File: config.mk
export PLATFORM = sky130hd
export DESIGN_NAME = cscp_control_port
export DESIGN_NICKNAME = d
export VERILOG_FILES = /design/src/core/cscp_pkg.sv /design/src/core/cscp_control_port.sv /design/src/core/cscp_shift_in.sv
export SDC_FILE = /design/constraint.sdc
export NUM_CORES = 1
export LEC_CHECK = 0
export BUFFER_PORTS_ARGS = -buffer_cell sky130_fd_sc_hd__buf_2
export CORE_ASPECT_RATIO = 1.5
export CORE_MARGIN = 2
export CORE_UTILIZATION = 34
export CTS_CLUSTER_DIAMETER = 200
export DETAILED_ROUTE_END_ITERATION = 10
export HOLD_SLACK_MARGIN = 0.06
export PLACE_DENSITY = 0.59
export SYNTH_ARGS = -nofsm -noshare
export SYNTH_HDL_FRONTEND = slang
export SYNTH_SLANG_ARGS = --single-unit
File: constraint.sdc
create_clock -name clk_sys_i -period 1.8 [get_ports clk_sys_i]
set_clock_uncertainty 0.05 [all_clocks]
set_input_delay 0.36 -clock clk_sys_i [delete_from_list [all_inputs] [get_ports clk_sys_i]]
set_output_delay 0.36 -clock clk_sys_i [all_outputs]
set_load 0.05 [all_outputs]
File: src/core/cscp_pkg.sv
package cscp_pkg;

  localparam int unsigned WORD_BITS   = 8;
  localparam int unsigned SD_COUNT    = 6;

  // Bit clock rising edges spent in power-up powerdown
  localparam logic [4:0] INIT_EDGES   = 5'h19;

  // Register reset values: powerdown forced, everything else clear
  localparam logic [7:0] GLC_RESET    = 8'hC0;
  localparam logic [7:0] OTC_RESET    = 8'h00;

  // Function field of gain_loop_control (bits 7..6)
  localparam logic [1:0] FUNC_NORMAL  = 2'h0;
  localparam logic [1:0] FUNC_DIGLOOP = 2'h1;
  localparam logic [1:0] FUNC_ANALOOP = 2'h2;
  localparam logic [1:0] FUNC_PDOWN   = 2'h3;

  // Test field of output_test_control (bits 7..6)
  localparam logic [1:0] TEST_NONE    = 2'h0;
  localparam logic [1:0] TEST_TXFILT  = 2'h1;
  localparam logic [1:0] TEST_RXFILT  = 2'h2;
  localparam logic [1:0] TEST_CODEC   = 2'h3;

  localparam logic [2:0] LAST_BIT     = 3'h7;
  localparam logic [5:0] SD_MASK_FULL = 6'h3F;
  localparam logic [5:0] SD_MASK_LITE = 6'h0F;
  localparam logic [7:0] WORD_ZERO    = 8'h00;
  localparam logic [7:0] WORD_ONES    = 8'hFF;

  typedef struct packed {
    logic [1:0] func;
    logic [2:0] rx_gain;
    logic [2:0] tx_gain;
  } cscp_glc_s;

  typedef struct packed {
    logic [1:0] test;
    logic [5:0] sd;
  } cscp_otc_s;

  typedef enum logic [1:0] {CA_NEG, CA_GND, CA_POS} cscp_ca_e;

  typedef enum logic [1:0] {MODE_SERIAL, MODE_STATIC_NORMAL, MODE_STATIC_PD} cscp_mode_e;

endpackage

File: src/core/cscp_control_port.sv
`timescale 1ns/1ps
`default_nettype none
module cscp_control_port
  import cscp_pkg::*;
#(
  parameter bit FULL_VARIANT = 1'b1
) (
  input  wire logic       clk_sys_i,            // System clock
  input  wire logic       rst_i,                // Sync reset
  input  wire logic       bit_clock_in_i,       // Serial bit clock
  input  wire logic       frame_pulse_n_i,      // Slot frame, active low
  input  wire logic       ca_neg_i,             // Select at negative level
  input  wire logic       ca_pos_i,             // Select at positive level
  input  wire logic       control_serial_in_i,  // Control serial input
  input  wire logic       pcm_serial_in_i,      // PCM serial input
  input  wire logic [7:0] encoder_word_i,       // Word from encoder
  output logic            pcm_serial_out_o,     // PCM serial output
  output logic            pcm_serial_out_oe_o,  // PCM output driven
  output logic [7:0]      decoder_word_o,       // Word to decoder
  output logic [5:0]      uncommitted_outputs_o,// Control outputs
  output cscp_glc_s       gain_loop_control_o,  // Gain and loop register
  output cscp_otc_s       output_test_control_o,// Output and test register
  output logic            powerdown_o,          // Analog sections off
  output logic            analog_out_ground_o,  // Output buffer input grounded
  output logic            tx_from_rx_o,         // Transmit filter fed by receive
  output logic [1:0]      test_sel_o,           // Active test mode
  output logic            init_busy_o           // Power-up hold active
);

  logic       bc_prev_reg, bc_prev_next;
  logic       armed_reg, armed_next;
  logic       slot_reg, slot_next;
  logic       done_reg, done_next;
  logic [2:0] bitcnt_reg, bitcnt_next;
  cscp_ca_e   ca_reg, ca_next;
  cscp_glc_s  glc_reg, glc_next;
  cscp_otc_s  otc_reg, otc_next;
  cscp_mode_e mode_reg, mode_next;
  logic [7:0] pcm_rx_reg, pcm_rx_next;
  logic [7:0] tx_sh_reg, tx_sh_next;
  logic       oe_reg, oe_next;
  logic [4:0] init_reg, init_next;
  logic       cst_prev_reg, cst_prev_next;
  logic       stable_reg, stable_next;

  logic       bc_rise, bc_fall, shift_en, init_done;
  logic       dig_loop;
  logic [7:0] cst_word, pcm_word;
  cscp_ca_e   ca_now;
  logic [5:0] sd_mask;

  assign bc_rise   = bit_clock_in_i & ~bc_prev_reg;
  assign bc_fall   = ~bit_clock_in_i & bc_prev_reg;
  assign shift_en  = slot_reg & bc_fall;
  assign init_done = (init_reg == INIT_EDGES);
  assign dig_loop  = (mode_reg == MODE_SERIAL) && (glc_reg.func == FUNC_DIGLOOP);
  assign sd_mask   = FULL_VARIANT ? SD_MASK_FULL : SD_MASK_LITE;

  always_comb begin
    ca_now = CA_GND;
    if (ca_neg_i) begin
      ca_now = CA_NEG;
    end else if (ca_pos_i) begin
      ca_now = CA_POS;
    end
  end

  cscp_shift_in #(.W(WORD_BITS)) u_cst_rx (
    .clk_sys_i (clk_sys_i),
    .rst_i     (rst_i),
    .shift_i   (shift_en),
    .bit_i     (control_serial_in_i),
    .word_o    (cst_word)
  );

  cscp_shift_in #(.W(WORD_BITS)) u_pcm_rx (
    .clk_sys_i (clk_sys_i),
    .rst_i     (rst_i),
    .shift_i   (shift_en),
    .bit_i     (pcm_serial_in_i),
    .word_o    (pcm_word)
  );

  // Slot timing: opens on the first rise with frame low
  always_comb begin
    bc_prev_next = bit_clock_in_i;
    armed_next   = armed_reg;
    slot_next    = slot_reg;
    done_next    = 1'b0;
    bitcnt_next  = bitcnt_reg;
    ca_next      = ca_reg;
    tx_sh_next   = tx_sh_reg;
    oe_next      = oe_reg;
    init_next    = init_reg;
    if (bc_rise && !init_done) begin
      init_next = init_reg + 5'h01;
    end
    if (bc_rise && frame_pulse_n_i) begin
      armed_next = 1'b1;
    end
    if (bc_rise && !slot_reg && armed_reg && !frame_pulse_n_i && init_done) begin
      slot_next   = 1'b1;
      armed_next  = 1'b0;
      bitcnt_next = 3'h0;
      ca_next     = ca_now;
      tx_sh_next  = dig_loop ? pcm_rx_reg : encoder_word_i;
      oe_next     = (ca_now != CA_POS) && !powerdown_o;
    end else if (bc_rise && slot_reg && bitcnt_reg != 3'h0) begin
      tx_sh_next = {tx_sh_reg[6:0], 1'b0};
    end
    if (shift_en) begin
      bitcnt_next = bitcnt_reg + 3'h1;
      if (bitcnt_reg == LAST_BIT) begin
        slot_next = 1'b0;
        oe_next   = 1'b0;
        done_next = 1'b1;
      end
    end
    if (powerdown_o) begin
      oe_next = 1'b0;
    end
  end

  always_ff @(posedge clk_sys_i) begin
    if (rst_i) begin
      bc_prev_reg <= 1'b0;
      armed_reg   <= 1'b0;
      slot_reg    <= 1'b0;
      done_reg    <= 1'b0;
      bitcnt_reg  <= 3'h0;
      ca_reg      <= CA_GND;
      tx_sh_reg   <= 8'h00;
      oe_reg      <= 1'b0;
      init_reg    <= 5'h00;
    end else begin
      bc_prev_reg <= bc_prev_next;
      armed_reg   <= armed_next;
      slot_reg    <= slot_next;
      done_reg    <= done_next;
      bitcnt_reg  <= bitcnt_next;
      ca_reg      <= ca_next;
      tx_sh_reg   <= tx_sh_next;
      oe_reg      <= oe_next;
      init_reg    <= init_next;
    end
  end

  // Register commit one cycle after the eighth bit
  always_comb begin
    glc_next      = glc_reg;
    otc_next      = otc_reg;
    mode_next     = mode_reg;
    pcm_rx_next   = pcm_rx_reg;
    cst_prev_next = control_serial_in_i;
    stable_next   = stable_reg && (control_serial_in_i == cst_prev_reg);
    if (!init_done) begin
      glc_next  = GLC_RESET;
      otc_next  = OTC_RESET;
      mode_next = MODE_SERIAL;
    end else if (done_reg) begin
      stable_next = 1'b1;
      if (ca_reg != CA_POS) begin
        pcm_rx_next = pcm_word;
      end
      case (ca_reg)
        CA_NEG: begin
          if (stable_reg && cst_word == WORD_ZERO) begin
            mode_next = MODE_STATIC_NORMAL;
            glc_next  = GLC_RESET & 8'h00;
          end else if (stable_reg && cst_word == WORD_ONES) begin
            mode_next = MODE_STATIC_PD;
          end else begin
            mode_next = MODE_SERIAL;
            glc_next  = cst_word;
            otc_next  = OTC_RESET;
          end
        end
        CA_GND: begin
          mode_next = MODE_SERIAL;
          glc_next  = cst_word;
        end
        CA_POS: begin
          otc_next = cst_word;
        end
        default: begin
          mode_next = mode_reg;
        end
      endcase
    end
  end

  always_ff @(posedge clk_sys_i) begin
    if (rst_i) begin
      glc_reg      <= GLC_RESET;
      otc_reg      <= OTC_RESET;
      mode_reg     <= MODE_SERIAL;
      pcm_rx_reg   <= 8'h00;
      cst_prev_reg <= 1'b0;
      stable_reg   <= 1'b0;
    end else begin
      glc_reg      <= glc_next;
      otc_reg      <= otc_next;
      mode_reg     <= mode_next;
      pcm_rx_reg   <= pcm_rx_next;
      cst_prev_reg <= cst_prev_next;
      stable_reg   <= stable_next;
    end
  end

  // Effects of the two registers and the static modes
  always_comb begin
    powerdown_o = (mode_reg == MODE_STATIC_PD) || (glc_reg.func == FUNC_PDOWN);
    tx_from_rx_o = !powerdown_o && (mode_reg == MODE_SERIAL)
                   && (glc_reg.func == FUNC_ANALOOP);
    analog_out_ground_o = powerdown_o || tx_from_rx_o;
    test_sel_o = (mode_reg == MODE_STATIC_NORMAL) ? TEST_NONE : otc_reg.test;
    uncommitted_outputs_o = ((mode_reg == MODE_STATIC_NORMAL) ? SD_MASK_FULL
                            : otc_reg.sd) & sd_mask;
  end

  assign decoder_word_o        = dig_loop ? WORD_ZERO : pcm_rx_reg;
  assign pcm_serial_out_o      = tx_sh_reg[7];
  assign pcm_serial_out_oe_o   = oe_reg;
  assign gain_loop_control_o   = glc_reg;
  assign output_test_control_o = otc_reg;
  assign init_busy_o           = !init_done;

  pd_hiz_a: assert property (@(posedge clk_sys_i) disable iff (rst_i)
    powerdown_o |=> !pcm_serial_out_oe_o) else $error("PCM output driven in powerdown");

  init_hold_a: assert property (@(posedge clk_sys_i) disable iff (rst_i)
    !init_done |=> (glc_reg == GLC_RESET) && (otc_reg == OTC_RESET))
    else $error("Register changed during power-up hold");

  pos_inhibit_a: assert property (@(posedge clk_sys_i) disable iff (rst_i)
    (slot_reg && ca_reg == CA_POS) |-> !pcm_serial_out_oe_o)
    else $error("PCM output driven with positive select");

  neg_clear_a: assert property (@(posedge clk_sys_i) disable iff (rst_i)
    (done_reg && init_done && ca_reg == CA_NEG && cst_word != WORD_ZERO
     && cst_word != WORD_ONES) |=> (otc_reg == OTC_RESET) && (glc_reg == $past(cst_word)))
    else $error("Negative-select word not handled");

  gnd_keep_a: assert property (@(posedge clk_sys_i) disable iff (rst_i)
    (done_reg && init_done && ca_reg == CA_GND) |=> $stable(otc_reg)
     && (glc_reg == $past(cst_word))) else $error("Ground-select word not handled");

  pos_load_a: assert property (@(posedge clk_sys_i) disable iff (rst_i)
    (done_reg && init_done && ca_reg == CA_POS) |=> $stable(glc_reg)
     && (otc_reg == $past(cst_word))) else $error("Positive-select word not handled");

  dig_zero_a: assert property (@(posedge clk_sys_i) disable iff (rst_i)
    dig_loop |-> decoder_word_o == WORD_ZERO) else $error("Decoder not zero in loopback");

  sd_map_a: assert property (@(posedge clk_sys_i) disable iff (rst_i)
    (mode_reg != MODE_STATIC_NORMAL) |-> uncommitted_outputs_o == (otc_reg.sd & sd_mask))
    else $error("Uncommitted outputs differ from register");

  static_notest_a: assert property (@(posedge clk_sys_i) disable iff (rst_i)
    (mode_reg == MODE_STATIC_NORMAL) |-> (test_sel_o == TEST_NONE)
     && (uncommitted_outputs_o == sd_mask)) else $error("Static normal mode wrong");

  slot_bits_a: assert property (@(posedge clk_sys_i) disable iff (rst_i)
    (shift_en && bitcnt_reg == LAST_BIT) |=> !slot_reg ##1 done_reg == 1'b0)
    else $error("Slot did not close after eight bits");

endmodule // cscp_control_port
`default_nettype wire

File: src/core/cscp_shift_in.sv
`timescale 1ns/1ps
`default_nettype none
module cscp_shift_in #(
  parameter int unsigned W = 8
) (
  input  wire logic         clk_sys_i,  // System clock
  input  wire logic         rst_i,      // Sync reset
  input  wire logic         shift_i,    // Take one bit
  input  wire logic         bit_i,      // Serial data
  output logic [W-1:0]      word_o      // Word, first bit ends in MSB
);

  logic [W-1:0] word_reg;
  logic [W-1:0] word_next;

  always_comb begin
    word_next = word_reg;
    if (shift_i) begin
      word_next = {word_reg[W-2:0], bit_i};
    end
  end

  always_ff @(posedge clk_sys_i) begin
    if (rst_i) begin
      word_reg <= '0;
    end else begin
      word_reg <= word_next;
    end
  end

  assign word_o = word_reg;

endmodule // cscp_shift_in
`default_nettype wire

======== After elaboration in Yosys (flattened, before gate mapping) ========
Cells that the tools add are included.
cells by class
  multiplexer cells ....................... 28
  bitwise operators ....................... 7
  reductions and logical operators ........ 37
  eq/ne operators ......................... 16
  $add $sub $neg .......................... 2
operators by type and width
  cell                                                                   number
  8-bit two-way mux                                                      8
  8-bit case mux with 2 select lines                                     2
  1-bit logical AND                                                      15
  2-bit two-way mux                                                      5
  1-bit two-way mux                                                      9
  2-bit equality test, second input constant                             4
  8-bit equality test, second input constant                             1
  8-bit zero test                                                        1
  2-bit != test, second input constant                                   4
  2-bit nonzero test                                                     4
  2-bit OR reduction                                                     4
  2-bit by 1-bit equality test with 1-bit output, second input constant  3
  3-bit two-way mux                                                      2
  6-bit two-way mux                                                      1
  3-bit AND reduction                                                    2
  5-bit by 1-bit adder with 5-bit output, second input constant          1
  5-bit equality test, second input constant                             1
  1-bit zero test                                                        4
  2-bit zero test                                                        2
  1-bit NOT                                                              4
  2-bit case mux with 2 select lines                                     1
  4-bit AND reduction                                                    1
  3-bit by 1-bit adder with 3-bit output, second input constant          1
  1-bit bitwise AND                                                      3
  other kinds (6)                                                        7
word-level totals
  flip-flop bits (word level) ............. 67
  input port bits ......................... 16
  output and inout bits ................... 38
  logic and storage cells ................. 110

======== Longest topological paths before layout ========
Gate-level depths: netlist of run 1.
  word-level depth ........................ 9
  gate-level depth with buffers ........... 9
  gate-level depth less buffers ........... 7

======== By module ========
From an unflattened synthesis of run 1, not the netlist that was laid out.
second synthesis, totals
  cells, all modules ...................... 329
  area total of the unflattened synthesis .. 3035.4 µm²
by module, submodules not included
  module             seq. area each (µm²)  instances  cells an instance  area an instance (µm²)
  cscp_control_port  1021.0                1          277                2464.9
  cscp_shift_in      160.2                 2          26                 285.3

======== Worst setup path after synthesis of run 1 ========
Ideal clock, no wire load.
  path type ............................... register -> output
  start ................................... register glc_reg, in the netlist gain_loop_control_o[7]
  end ..................................... output analog_out_ground_o
  buffers on the path ..................... 0
  path slack .............................. -1576 ps
  cell stages (with the launch flop) ...... 3
  required time ........................... 1390 ps
  arrival time ............................ 2966 ps
  cell sequence ........................... dfxtp_1 nor4b_1 nand2b_1
between the ends
  word-level cells in the longest chain between the ends .. 6
  elaborated cells between the ends (all ways) .. 7
  classes of those cells .................. eq/ne: 2; reduce/logical: 5
ends and longest elaborated chain
  item                    line                      RTL
  from (decl)             cscp_control_port.sv:36   cscp_glc_s glc_reg, glc_next;
  from (signal assigned)  cscp_control_port.sv:201  glc_reg <= glc_next;
  2-bit equality test     cscp_control_port.sv:212  powerdown_o = (mode_reg == MODE_STATIC_PD) || (glc_reg.func == FUNC_PDOWN);
  1-bit logical OR        cscp_control_port.sv:212
  1-bit zero test         cscp_control_port.sv:213  tx_from_rx_o = !powerdown_o && (mode_reg == MODE_SERIAL)
  1-bit logical AND       cscp_control_port.sv:213
  1-bit logical AND (*)   cscp_control_port.sv:214  && (glc_reg.func == FUNC_ANALOOP);
  net tx_from_rx_o        cscp_control_port.sv:25   output logic tx_from_rx_o,
  1-bit logical OR (*)    cscp_control_port.sv:215  analog_out_ground_o = powerdown_o || tx_from_rx_o;
  to (decl)               cscp_control_port.sv:24   output logic analog_out_ground_o,
The timed path passes the listed nets; every way through them passes the cells marked *.

======== Worst setup path after layout of run 1 ========
  start ................................... register mode_reg[0]
  end ..................................... output decoder_word_o[3]
between the ends
  word-level cells in the longest chain between the ends .. 3
ends and longest elaborated chain
  item                    line                      RTL
  from (decl)             cscp_control_port.sv:38   cscp_mode_e mode_reg, mode_next;
  from (signal assigned)  cscp_control_port.sv:203  mode_reg <= mode_next;
  2-bit zero test         cscp_control_port.sv:56   assign dig_loop = (mode_reg == MODE_SERIAL) && (glc_reg.func == FUNC_DIGLOOP);
  1-bit logical AND       cscp_control_port.sv:56
  8-bit two-way mux       cscp_control_port.sv:221  assign decoder_word_o = dig_loop ? WORD_ZERO : pcm_rx_reg;
  to (decl)               cscp_control_port.sv:19   output logic [7:0] decoder_word_o,
Every way passes these cells.

==> results of run 1 <==
-- path summary, 6_finish.rpt --
check	start	depth (start not counted)	slack, ns	end
worst max-delay path	mode_reg[0]	5	-0.09	decoder_word_o[3]
worst min-delay path	pcm_serial_in_i	3	0.22	u_pcm_rx.word_o[0]
worst max register to register	mode_reg[0]	7	0.01	tx_sh_reg[4]
worst min register to register	u_pcm_rx.word_o[7]	2	0.41	u_pcm_rx.word_o[7]
-- cell type report --
type	count	area [um2]
multi-input cells	234	1650
inverters	13	53.8
flip-flops and latches	67	1350
clock inverters	7	116
fillers	807	4190
repair buffers	95	749
clock buffers	9	225
well taps	107	134
-- worst max-delay path: stages, from the launching register on --
cell and delay, ns:
dfxtp_4 0.36, nor4b_4 0.28, buf_6 0.17, buf_12 0.13
nor2b_2 0.05, buf_6 0.15
-- layer usage --
| metal | part of all wire (%) | GRT usage [%] |
|---|---|---|
| met1 | 41 | 19.5 |
| met3 | 3.9 | 3.21 |
| met4 | 3.2 | 9.96 |
| met5 | 0 | 0 |
| met2 | 52 | 29.5 |
-- metrics by stage --
step	power [mW]	setup slack (ns)	setup TNS (ns)
finish	3.61	-0.0882	-0.728
global route	3.73	-0.141	-1.35
CTS	3.64	-0.0898	-0.776
detailed placement	1.63	-0.117	-0.899
global placement	1.63	-0.0929	-0.646
floorplan	1.58	-0.205	-2.41
-- kinds of logic (layout without fill, tap and decap cells) --
logic type,Yosys count,count (layout),synth area share (%)
simple gates,134,135,23.7
compound gates,68,68,15.7
flops,67,67,45.1
buf+inv,31,124,4.54
mux,21,21,7.40
fa+ha+maj,5,5,2.10
xor+xnor,5,5,1.47
-- placed cells by master (no fill, tap or decap), types with 4 or more instances in the layout --
master	n
mux2i_1	13
dfxtp_1	60
buf_2	40
o221a_1	5
o21ai_0	5
o221a_2	5
buf_6	17
nand2_1	41
dfxtp_2	6
nand2b_1	13
inv_1	11
nor2b_2	7
a21oi_1	32
buf_4	32
nor3_1	6
ha_1	4
nor2_1	24
mux2_4	5
clkbuf_16	9
nand3_1	8
nand3b_1	10
nor2b_1	5
a32oi_1	8
-- what timing repair did --
item,CTS,global route
hold buffers,0,0
buffers inserted,8,4
pin swaps,5,6
gates cloned,2,2
endpoints found under the setup margin,29,35
resized for setup,39,26
endpoints found under the hold margin,0,0
-- power by group --
part | leakage, nW | switching [mW] | total (mW) | internal, mW
registers | 0.542 | 0.00663 | 1.50 | 1.49
logic | 1.10 | 0.0595 | 0.115 | 0.0551
clock network | 0.165 | 0.649 | 2.00 | 1.35
==> impl_metrics.toml, run 1 <==
[synthesis]
async_flop_share_pct = 0
synth_top_flop_cell = "dfxtp_1"
synth.ff_latch_count = 67
synthesis.area_um2 = 2970
synth_top_area_share_pct = 45.1
synth.distinct_cells = 42
synth_common_cells = "dfxtp_1 (67), nand2_1 (41), a21oi_1 (32)"
ys_seq_area_share_pct = 45.1
yosysTopAreaCell = "dfxtp_1"
synth-edff-count = 0
yosysMostFrequentCell = "dfxtp_1"
synth_area_leaders = "dfxtp_1 (45%), a21oi_1 (5.4%), nand2_1 (5.2%)"
yosys_warnings = 0
synthCells = 331
synth_nets = 352
synth.avg_cell_area_um2 = 8.99

[finish]
final_util_pct = 50.5
design_area_um2 = 4280
syn_to_final_growth_pct = 43.8
layout.nets = 441
fin_cells = 532
drive_above_1_share_pct = 36.5
n_antenna_cell = 0

[sta]
period_minus_slack_ns = 1.89
fin_ws_ns = -0.0882
finalHoldViolCount = 0
setup_viol = 10
period_share_pct = 105
slew-limit-headroom_pct = 66.1
fmax_ghz = 0.530
tightestPinTransition_ns = 0.506
holdWs_ns = 0.223
drv_slew = 0
rsz0062_at_grt = "true"

[status]
violations = "setup timing"
outcome = "finished, violations left"

[clock_tree]
clk_latency_ns = 0.34
cts.clk_slew.worst_paths_ns = 0.06
htreeDepth = 3
cts_buffers = 9
clock_path_buffers = 2
cts-root-buf = "clkbuf_16"
cts_sinks = 67
tritoncts = "done"

[grt]
first_global_vias = 2616
gr-total-overflow = 0
grt_pass1_wl_um = 12600
grt_usage_pct = 17.3
grt_max_degree = 30
antenna_found_initial = 0

[power]
power.density_nw_per_um2 = 844
irDropWorstVdd_uv = 615
p_leak_nw = 1.81

[placement]
placed_cells_incl_taps = 500
place.gp.congestion = 0.777
postPlaceCellArea_um2 = 3590
portBuffers = 53
hpwl_um = 5260

[die]
core_um2 = 8460
start_util_pct = 35.1
rows = 41
die_h_um = 119
fp.dieW_um = 80.4
dieArea_um2 = 9530
io_pins = 54

[routing]
viasPerCell = 5.06
ant_nets = 0
vias = 2693
dr.pass1.iters = 4
drc = 0
finalWirelength_um = 7750
wl_per_cell_um = 14.6
drtIter0Drc = 102

[worst_setup_path]
crit_fanout = 7
critPathCaptureType = "output pin"
startpoint_type = "flip-flop"
arrival_ns = 1.48
path_class = "reg2out"
required_ns = 1.39

[min_path]
hold_path_class = "in2reg"

[run]
cap_violations = 0
Power figures use the tool's default switching activity.
==> run 2, diff against run 1 <==
ABC_AREA = 1   (was unset)
==> run 2 against run 1 <==
The flow now finishes without violations. Routed wire length fell by 10%. Sequential share of layout area increased by 2.8 points. Register-to-register slack gained 0.19 ns. Total power down 9.5%. Fmax increased by 8.3%. Sequential power about the same. Clock-buffer cell count rose by 6. Setup slack improved by 0.14 ns. Critical path depth rose by 1. Core utilization shrank 5.5 points. Clock power decreased by 16%. Global-route usage fell by 1.7 points. Largest cell class unchanged. Largest power group unchanged.
==> impl_metrics.toml, run 2 <==
[clock_tree]
cts_buffers = 9
hold_buffers = 0
clock_path_buffers = 2
cts.clk_slew.worst_paths_ns = 0.05
cts-root-buf = "clkbuf_16"
htreeDepth = 3
cts_sinks = 67
clk_latency_ns = 0.33
tritoncts = "done"

[finish]
final_cell_mix = "nand2_1 (62), dfxtp_1 (62), nor2_1 (61)"
ff_latch_area_um2 = 1360
syn_to_final_growth_pct = 30.0
final_util_pct = 45.1
fin_cells = 584
layout.nets = 490
design_area_um2 = 3930
drive_above_1_share_pct = 26.8
fillers = 894
multi_input_area_um2 = 1500
n_antenna_cell = 0

[worst_setup_path]
path_delay_family = "flip-flops"
r2r_slack_ns = 0.20
arrival_ns = 1.33
required_ns = 1.39
rr_startpoint = "init_reg[1]"
critPathCaptureType = "output pin"
path_buf_inv = 3
r2r-end = "mode_reg[0]"
startpoint_type = "flip-flop"
cp_cell_sequence = "nor2_4 -> nand3_2 -> inv_4 -> clkbuf_16 -> nor2_2 -> buf_6"
r2r_cells = 8
crit_fanout = 6
max_stage_delay_ns = 0.41
path_class = "reg2out"
crit_slowest_cell = "dfxtp_4"

[synthesis]
synth-edff-count = 0
yosys_warnings = 0
async_flop_share_pct = 0
yosysMostFrequentCell = "nor2_1"
yosysTopAreaCell = "dfxtp_1"
synth_top_flop_cell = "dfxtp_1"
synth_nets = 429
synth.avg_cell_area_um2 = 7.41
ys_seq_area_share_pct = 44.4
synth_top_area_share_pct = 44.4
synth.ff_latch_count = 67
synth.distinct_cells = 29
synthesis.area_um2 = 3020
synthCells = 408
synth_area_leaders = "dfxtp_1 (44%), nor2_1 (8.8%), nand2_1 (7.8%)"
synth_common_cells = "nor2_1 (71), dfxtp_1 (67), nand2_1 (63)"

[min_path]
hold_path_class = "in2reg"
hold_end = "bc_prev_reg"
hold_path_depth = 3
hp-start = "bit_clock_in_i"

[grt]
grt_max_degree = 38
first_global_vias = 2572
grtUsageMet3_pct = 4.51
grt_pass1_wl_um = 11600
grt_usage_pct = 15.6
met1_usage_pct = 18.4
grt.busiest_layer = "met2"
gr-total-overflow = 0
antenna_found_initial = 0
grt_util_met2_pct = 25.3

[status]
outcome = "finished clean"

[sta]
period_share_pct = 96.8
tightestPinTransition_ns = 0.445
tns_ns = 0
period_minus_slack_ns = 1.74
finalHoldViolCount = 0
drv_slew = 0
setup_viol = 0
slew-limit-headroom_pct = 70.2
fmax_ghz = 0.574
holdWs_ns = 0.237

[power]
irDropWorstVdd_uv = 499
power.density_nw_per_um2 = 831
p_leak_nw = 1.62

[die]
dieArea_um2 = 9680
fp.dieW_um = 81.0
start_util_pct = 34.7
rows = 42
io_pins = 54
core_um2 = 8720
die_h_um = 120

[routing]
drc = 0
wl_per_cell_um = 11.9
vias = 2729
finalWirelength_um = 6950
dr.pass1.iters = 4
viasPerCell = 4.67
drtIter0Drc = 92
ant_nets = 0

[placement]
place.gp.congestion = 0.749
placed_cells_incl_taps = 566
postPlaceCellArea_um2 = 3480
hpwl_um = 5090
portBuffers = 53

[run]
cap_violations = 0
==> run 2: changes by cell type after synthesis, sizes merged, moves of 9 or more <==
cell	change
o211ai	+9
nand2b	-15
clkbuf	-9
nor2	+50
nor2b	-13
mux2i	-13
o221a	-10
o21ai	+29
nand2	+26
nand3	+19
inv	+31
==> run 2: logic make-up after synthesis <==
group,Yosys count,share of synthesized area (%)
simple gates,189,29.2
compound gates,87,15.8
flops,67,44.4
fa+ha+maj,5,2.07
buf+inv,60,8.56
==> run 2: cell type report <==
class,count,share of cell area [%]
Clock buffer,15,7.32
Clock inverter,1,0.127
Inverter,44,4.33
Multi-Input combinational cell,281,38.0
Sequential cell,67,34.5
Tap cell,110,3.50
Timing Repair Buffer,66,12.2
==> run 2: how the worst max path moves through the flow <==
| stage | from | end | cells after the start |
|---|---|---|---|
| floorplan | gain_loop_control_o[7] | analog_out_ground_o | 3 |
| global placement | mode_reg[0] | uncommitted_outputs_o[5] | 4 |
| detailed placement | mode_reg[0] | uncommitted_outputs_o[0] | 4 |
| CTS | mode_reg[0] | decoder_word_o[2] | 6 |
| global route | mode_reg[0] | decoder_word_o[6] | 6 |
| finish | mode_reg[1] | decoder_word_o[6] | 6 |
==> run 2: repair_timing <==
| item | 4_1_cts | 5_1_grt |
|---|---|---|
| endpoints found under the setup margin | 17 | 15 |
| buffers inserted | 1 | 0 |
| cloned | 0 | 1 |
| resized for setup | 31 | 11 |
==> run 2: metal layers <==
layer / vias up / share of wire [%]
li1: 1447 / -
met1: 1212 / 44
met2: 58 / 49
met3: 12 / 4.4
met4: 0 / 2.4
met5: - / 0
==> run 2: per-stage QoR <==
step | power [mW] | setup WS, ns
3_3_place_gp | 1.62 | 0.166
3_5_place_dp | 1.62 | 0.122
5_1_grt | 3.40 | -0.00550
6_report | 3.27 | 0.0567
4_1_cts | 3.31 | 0.0200
2_1_floorplan | 1.58 | -0.148
==> run 2: power by group <==
part           switching (mW)  total, mW  leakage [nW]  internal [mW]
registers             0.00606       1.49         0.542           1.49
logic                  0.0508     0.0899         0.930         0.0391
clock network           0.601       1.68         0.146           1.08
total                   0.658       3.27          1.62           2.61
==> run 2: worst min-delay path: cells and delay by family <==
family | cells | cell delay [ns]
buf+inv | 2 | 0.13
simple gates | 1 | 0.08
==> run 3, diff against run 2 <==
ABC_CLOCK_PERIOD_IN_PS = 1700   (was unset)
PLACE_DENSITY = 0.57   (was 0.59)
clock period = 1.7 ns   (was 1.8 ns; I/O delays follow)
==> run 3 against run 2 <==
The run now ends with setup timing left. Core utilization rose by 2.3 points. Global-route usage grew 0.64 points. Clock power grew 26%. Combinational power increased by 5.3%. Clock-buffer cell count down 6. Sequential power increased by 6%. Design area up 5.2%. Highest routed layer unchanged.
==> impl_metrics.toml, run 3 (same netlist as run 2, synthesis figures left out) <==
[status]
outcome = "finished, violations left"
violations = "setup timing"

[worst_setup_path]
rr_startpoint = "mode_reg[0]"
required_ns = 1.31
crit_fanout = 5
r2r_cells = 9
startpoint_type = "flip-flop"
critPathMostFrequentCell = "nor2_4"
path_buf_inv = 3
arrival_ns = 1.33
path_class = "reg2out"
max_stage_delay_ns = 0.37
crit_slowest_cell = "dfxtp_4"
cp_cell_sequence = "nor2_4 -> nand3_2 -> inv_2 -> buf_8 -> nor2_4 -> buf_6"
critPathCaptureType = "output pin"
r2r_slack_ns = 0.13
path_delay_family = "buffers and inverters"
r2r-end = "tx_sh_reg[1]"

[clock_tree]
cts_buffers = 9
hold_buffers = 0
cts_sinks = 67
cts-root-buf = "clkbuf_16"
htreeDepth = 3
tritoncts = "done"
cts.clk_slew.worst_paths_ns = 0.06
clock_path_buffers = 2
clk_latency_ns = 0.33

[placement]
portBuffers = 53
place.gp.congestion = 0.774
post-place-ws_ns = 0.0904
postPlaceCellArea_um2 = 3520
hpwl_um = 5300
placed_cells_incl_taps = 570

[sta]
holdWs_ns = 0.208
slew-limit-headroom_pct = 70.8
rsz0062_at_grt = "true"
tightestPinTransition_ns = 0.437
fin_ws_ns = -0.0243
drv_slew = 0
fmax_ghz = 0.580
period_minus_slack_ns = 1.72
finalHoldViolCount = 0
period_share_pct = 101
setup_viol = 6

[finish]
design_area_um2 = 4140
layout.nets = 500
final_cell_mix = "nand2_1 (62), dfxtp_1 (62), nor2_1 (59)"
fin_cells = 594
drive_above_1_share_pct = 29.5
final_util_pct = 47.4
fillers = 866
syn_to_final_growth_pct = 36.7
n_antenna_cell = 0

[grt]
gr-total-overflow = 0
antenna_found_initial = 0
first_global_vias = 2671
grt_usage_pct = 16.2
grt_max_degree = 31
grt_pass1_wl_um = 12000

[routing]
vias = 2791
drtIter0Drc = 135
viasPerCell = 4.70
ant_nets = 0
drc = 0
dr.pass1.iters = 4
wl_per_cell_um = 12.2
finalWirelength_um = 7230

[die]
dieArea_um2 = 9680
io_pins = 54
core_um2 = 8720
fp.dieW_um = 81.0
die_h_um = 120
rows = 42
start_util_pct = 34.7

[power]
p_leak_nw = 1.69
power.density_nw_per_um2 = 916
irDropWorstVdd_uv = 484

[run]
cap_violations = 0

[min_path]
hp-start = "control_serial_in_i"
hold_path_class = "in2reg"
hold_end = "cst_prev_reg"
hold_path_depth = 3
-- run 3: repair_timing --
action	CTS	global route
resized for setup	43	27
gates cloned	1	0
pin swaps	1	3
buffers inserted	5	2
setup endpoints to repair	19	25
-- run 3: how the worst max path moves through the flow --
stage | to | cells past startpoint | startpoint | slack, ns
after floorplan | analog_out_ground_o | 3 | gain_loop_control_o[7] | -0.23
after global placement | uncommitted_outputs_o[2] | 4 | mode_reg[0] | 0.11
after detailed placement | uncommitted_outputs_o[2] | 4 | mode_reg[0] | 0.09
after CTS | tx_from_rx_o | 3 | gain_loop_control_o[7] | -0.05
after global routing | analog_out_ground_o | 4 | gain_loop_control_o[7] | -0.08
final | decoder_word_o[2] | 6 | mode_reg[0] | -0.02
-- run 3: where the power goes --
part	internal, mW	switching, mW
Combinational	0.0405	0.0542
Clock	1.43	0.685
Sequential	1.57	0.00485
Total	3.04	0.744
-- run 3: metal layers --
layer | up-vias | share of wire, % | track usage (%)
met3 | 13 | 4.2 | 3.53
li1 | 1477 | - | -
met4 | 0 | 2.9 | 8.79
met1 | 1234 | 42 | 18.0
met2 | 67 | 51 | 28.1
met5 | - | 0 | 0
-- run 3: area by class of cell --
class                   count  area (um2)  area share, %
clock inverters             7         116           2.81
repair buffers             76         577           13.9
multi-input cells         281        1550           37.4
well taps                 110         138           3.33
inverters                  44         174           4.21
flip-flops and latches     67        1360           32.8
clock buffers               9         225           5.45
-- run 3: stage by stage --
step / power (mW) / setup TNS (ns)
global route: 3.91 / -0.590
floorplan: 1.67 / -0.228
CTS: 3.83 / -0.435
global placement: 1.71 / 0
finish: 3.79 / -0.124
detailed placement: 1.71 / 0
-- run 3: worst register-to-register path, cell delays in order (launching register included) --
cell	delay [ns]
dfxtp_4	0.37
nor2_4	0.11
nand3_2	0.09
buf_4	0.14
buf_4	0.12
buf_4	0.12
buf_4	0.16
o21ai_1	0.12
nor2_1	0.05
nor3_1	0.16
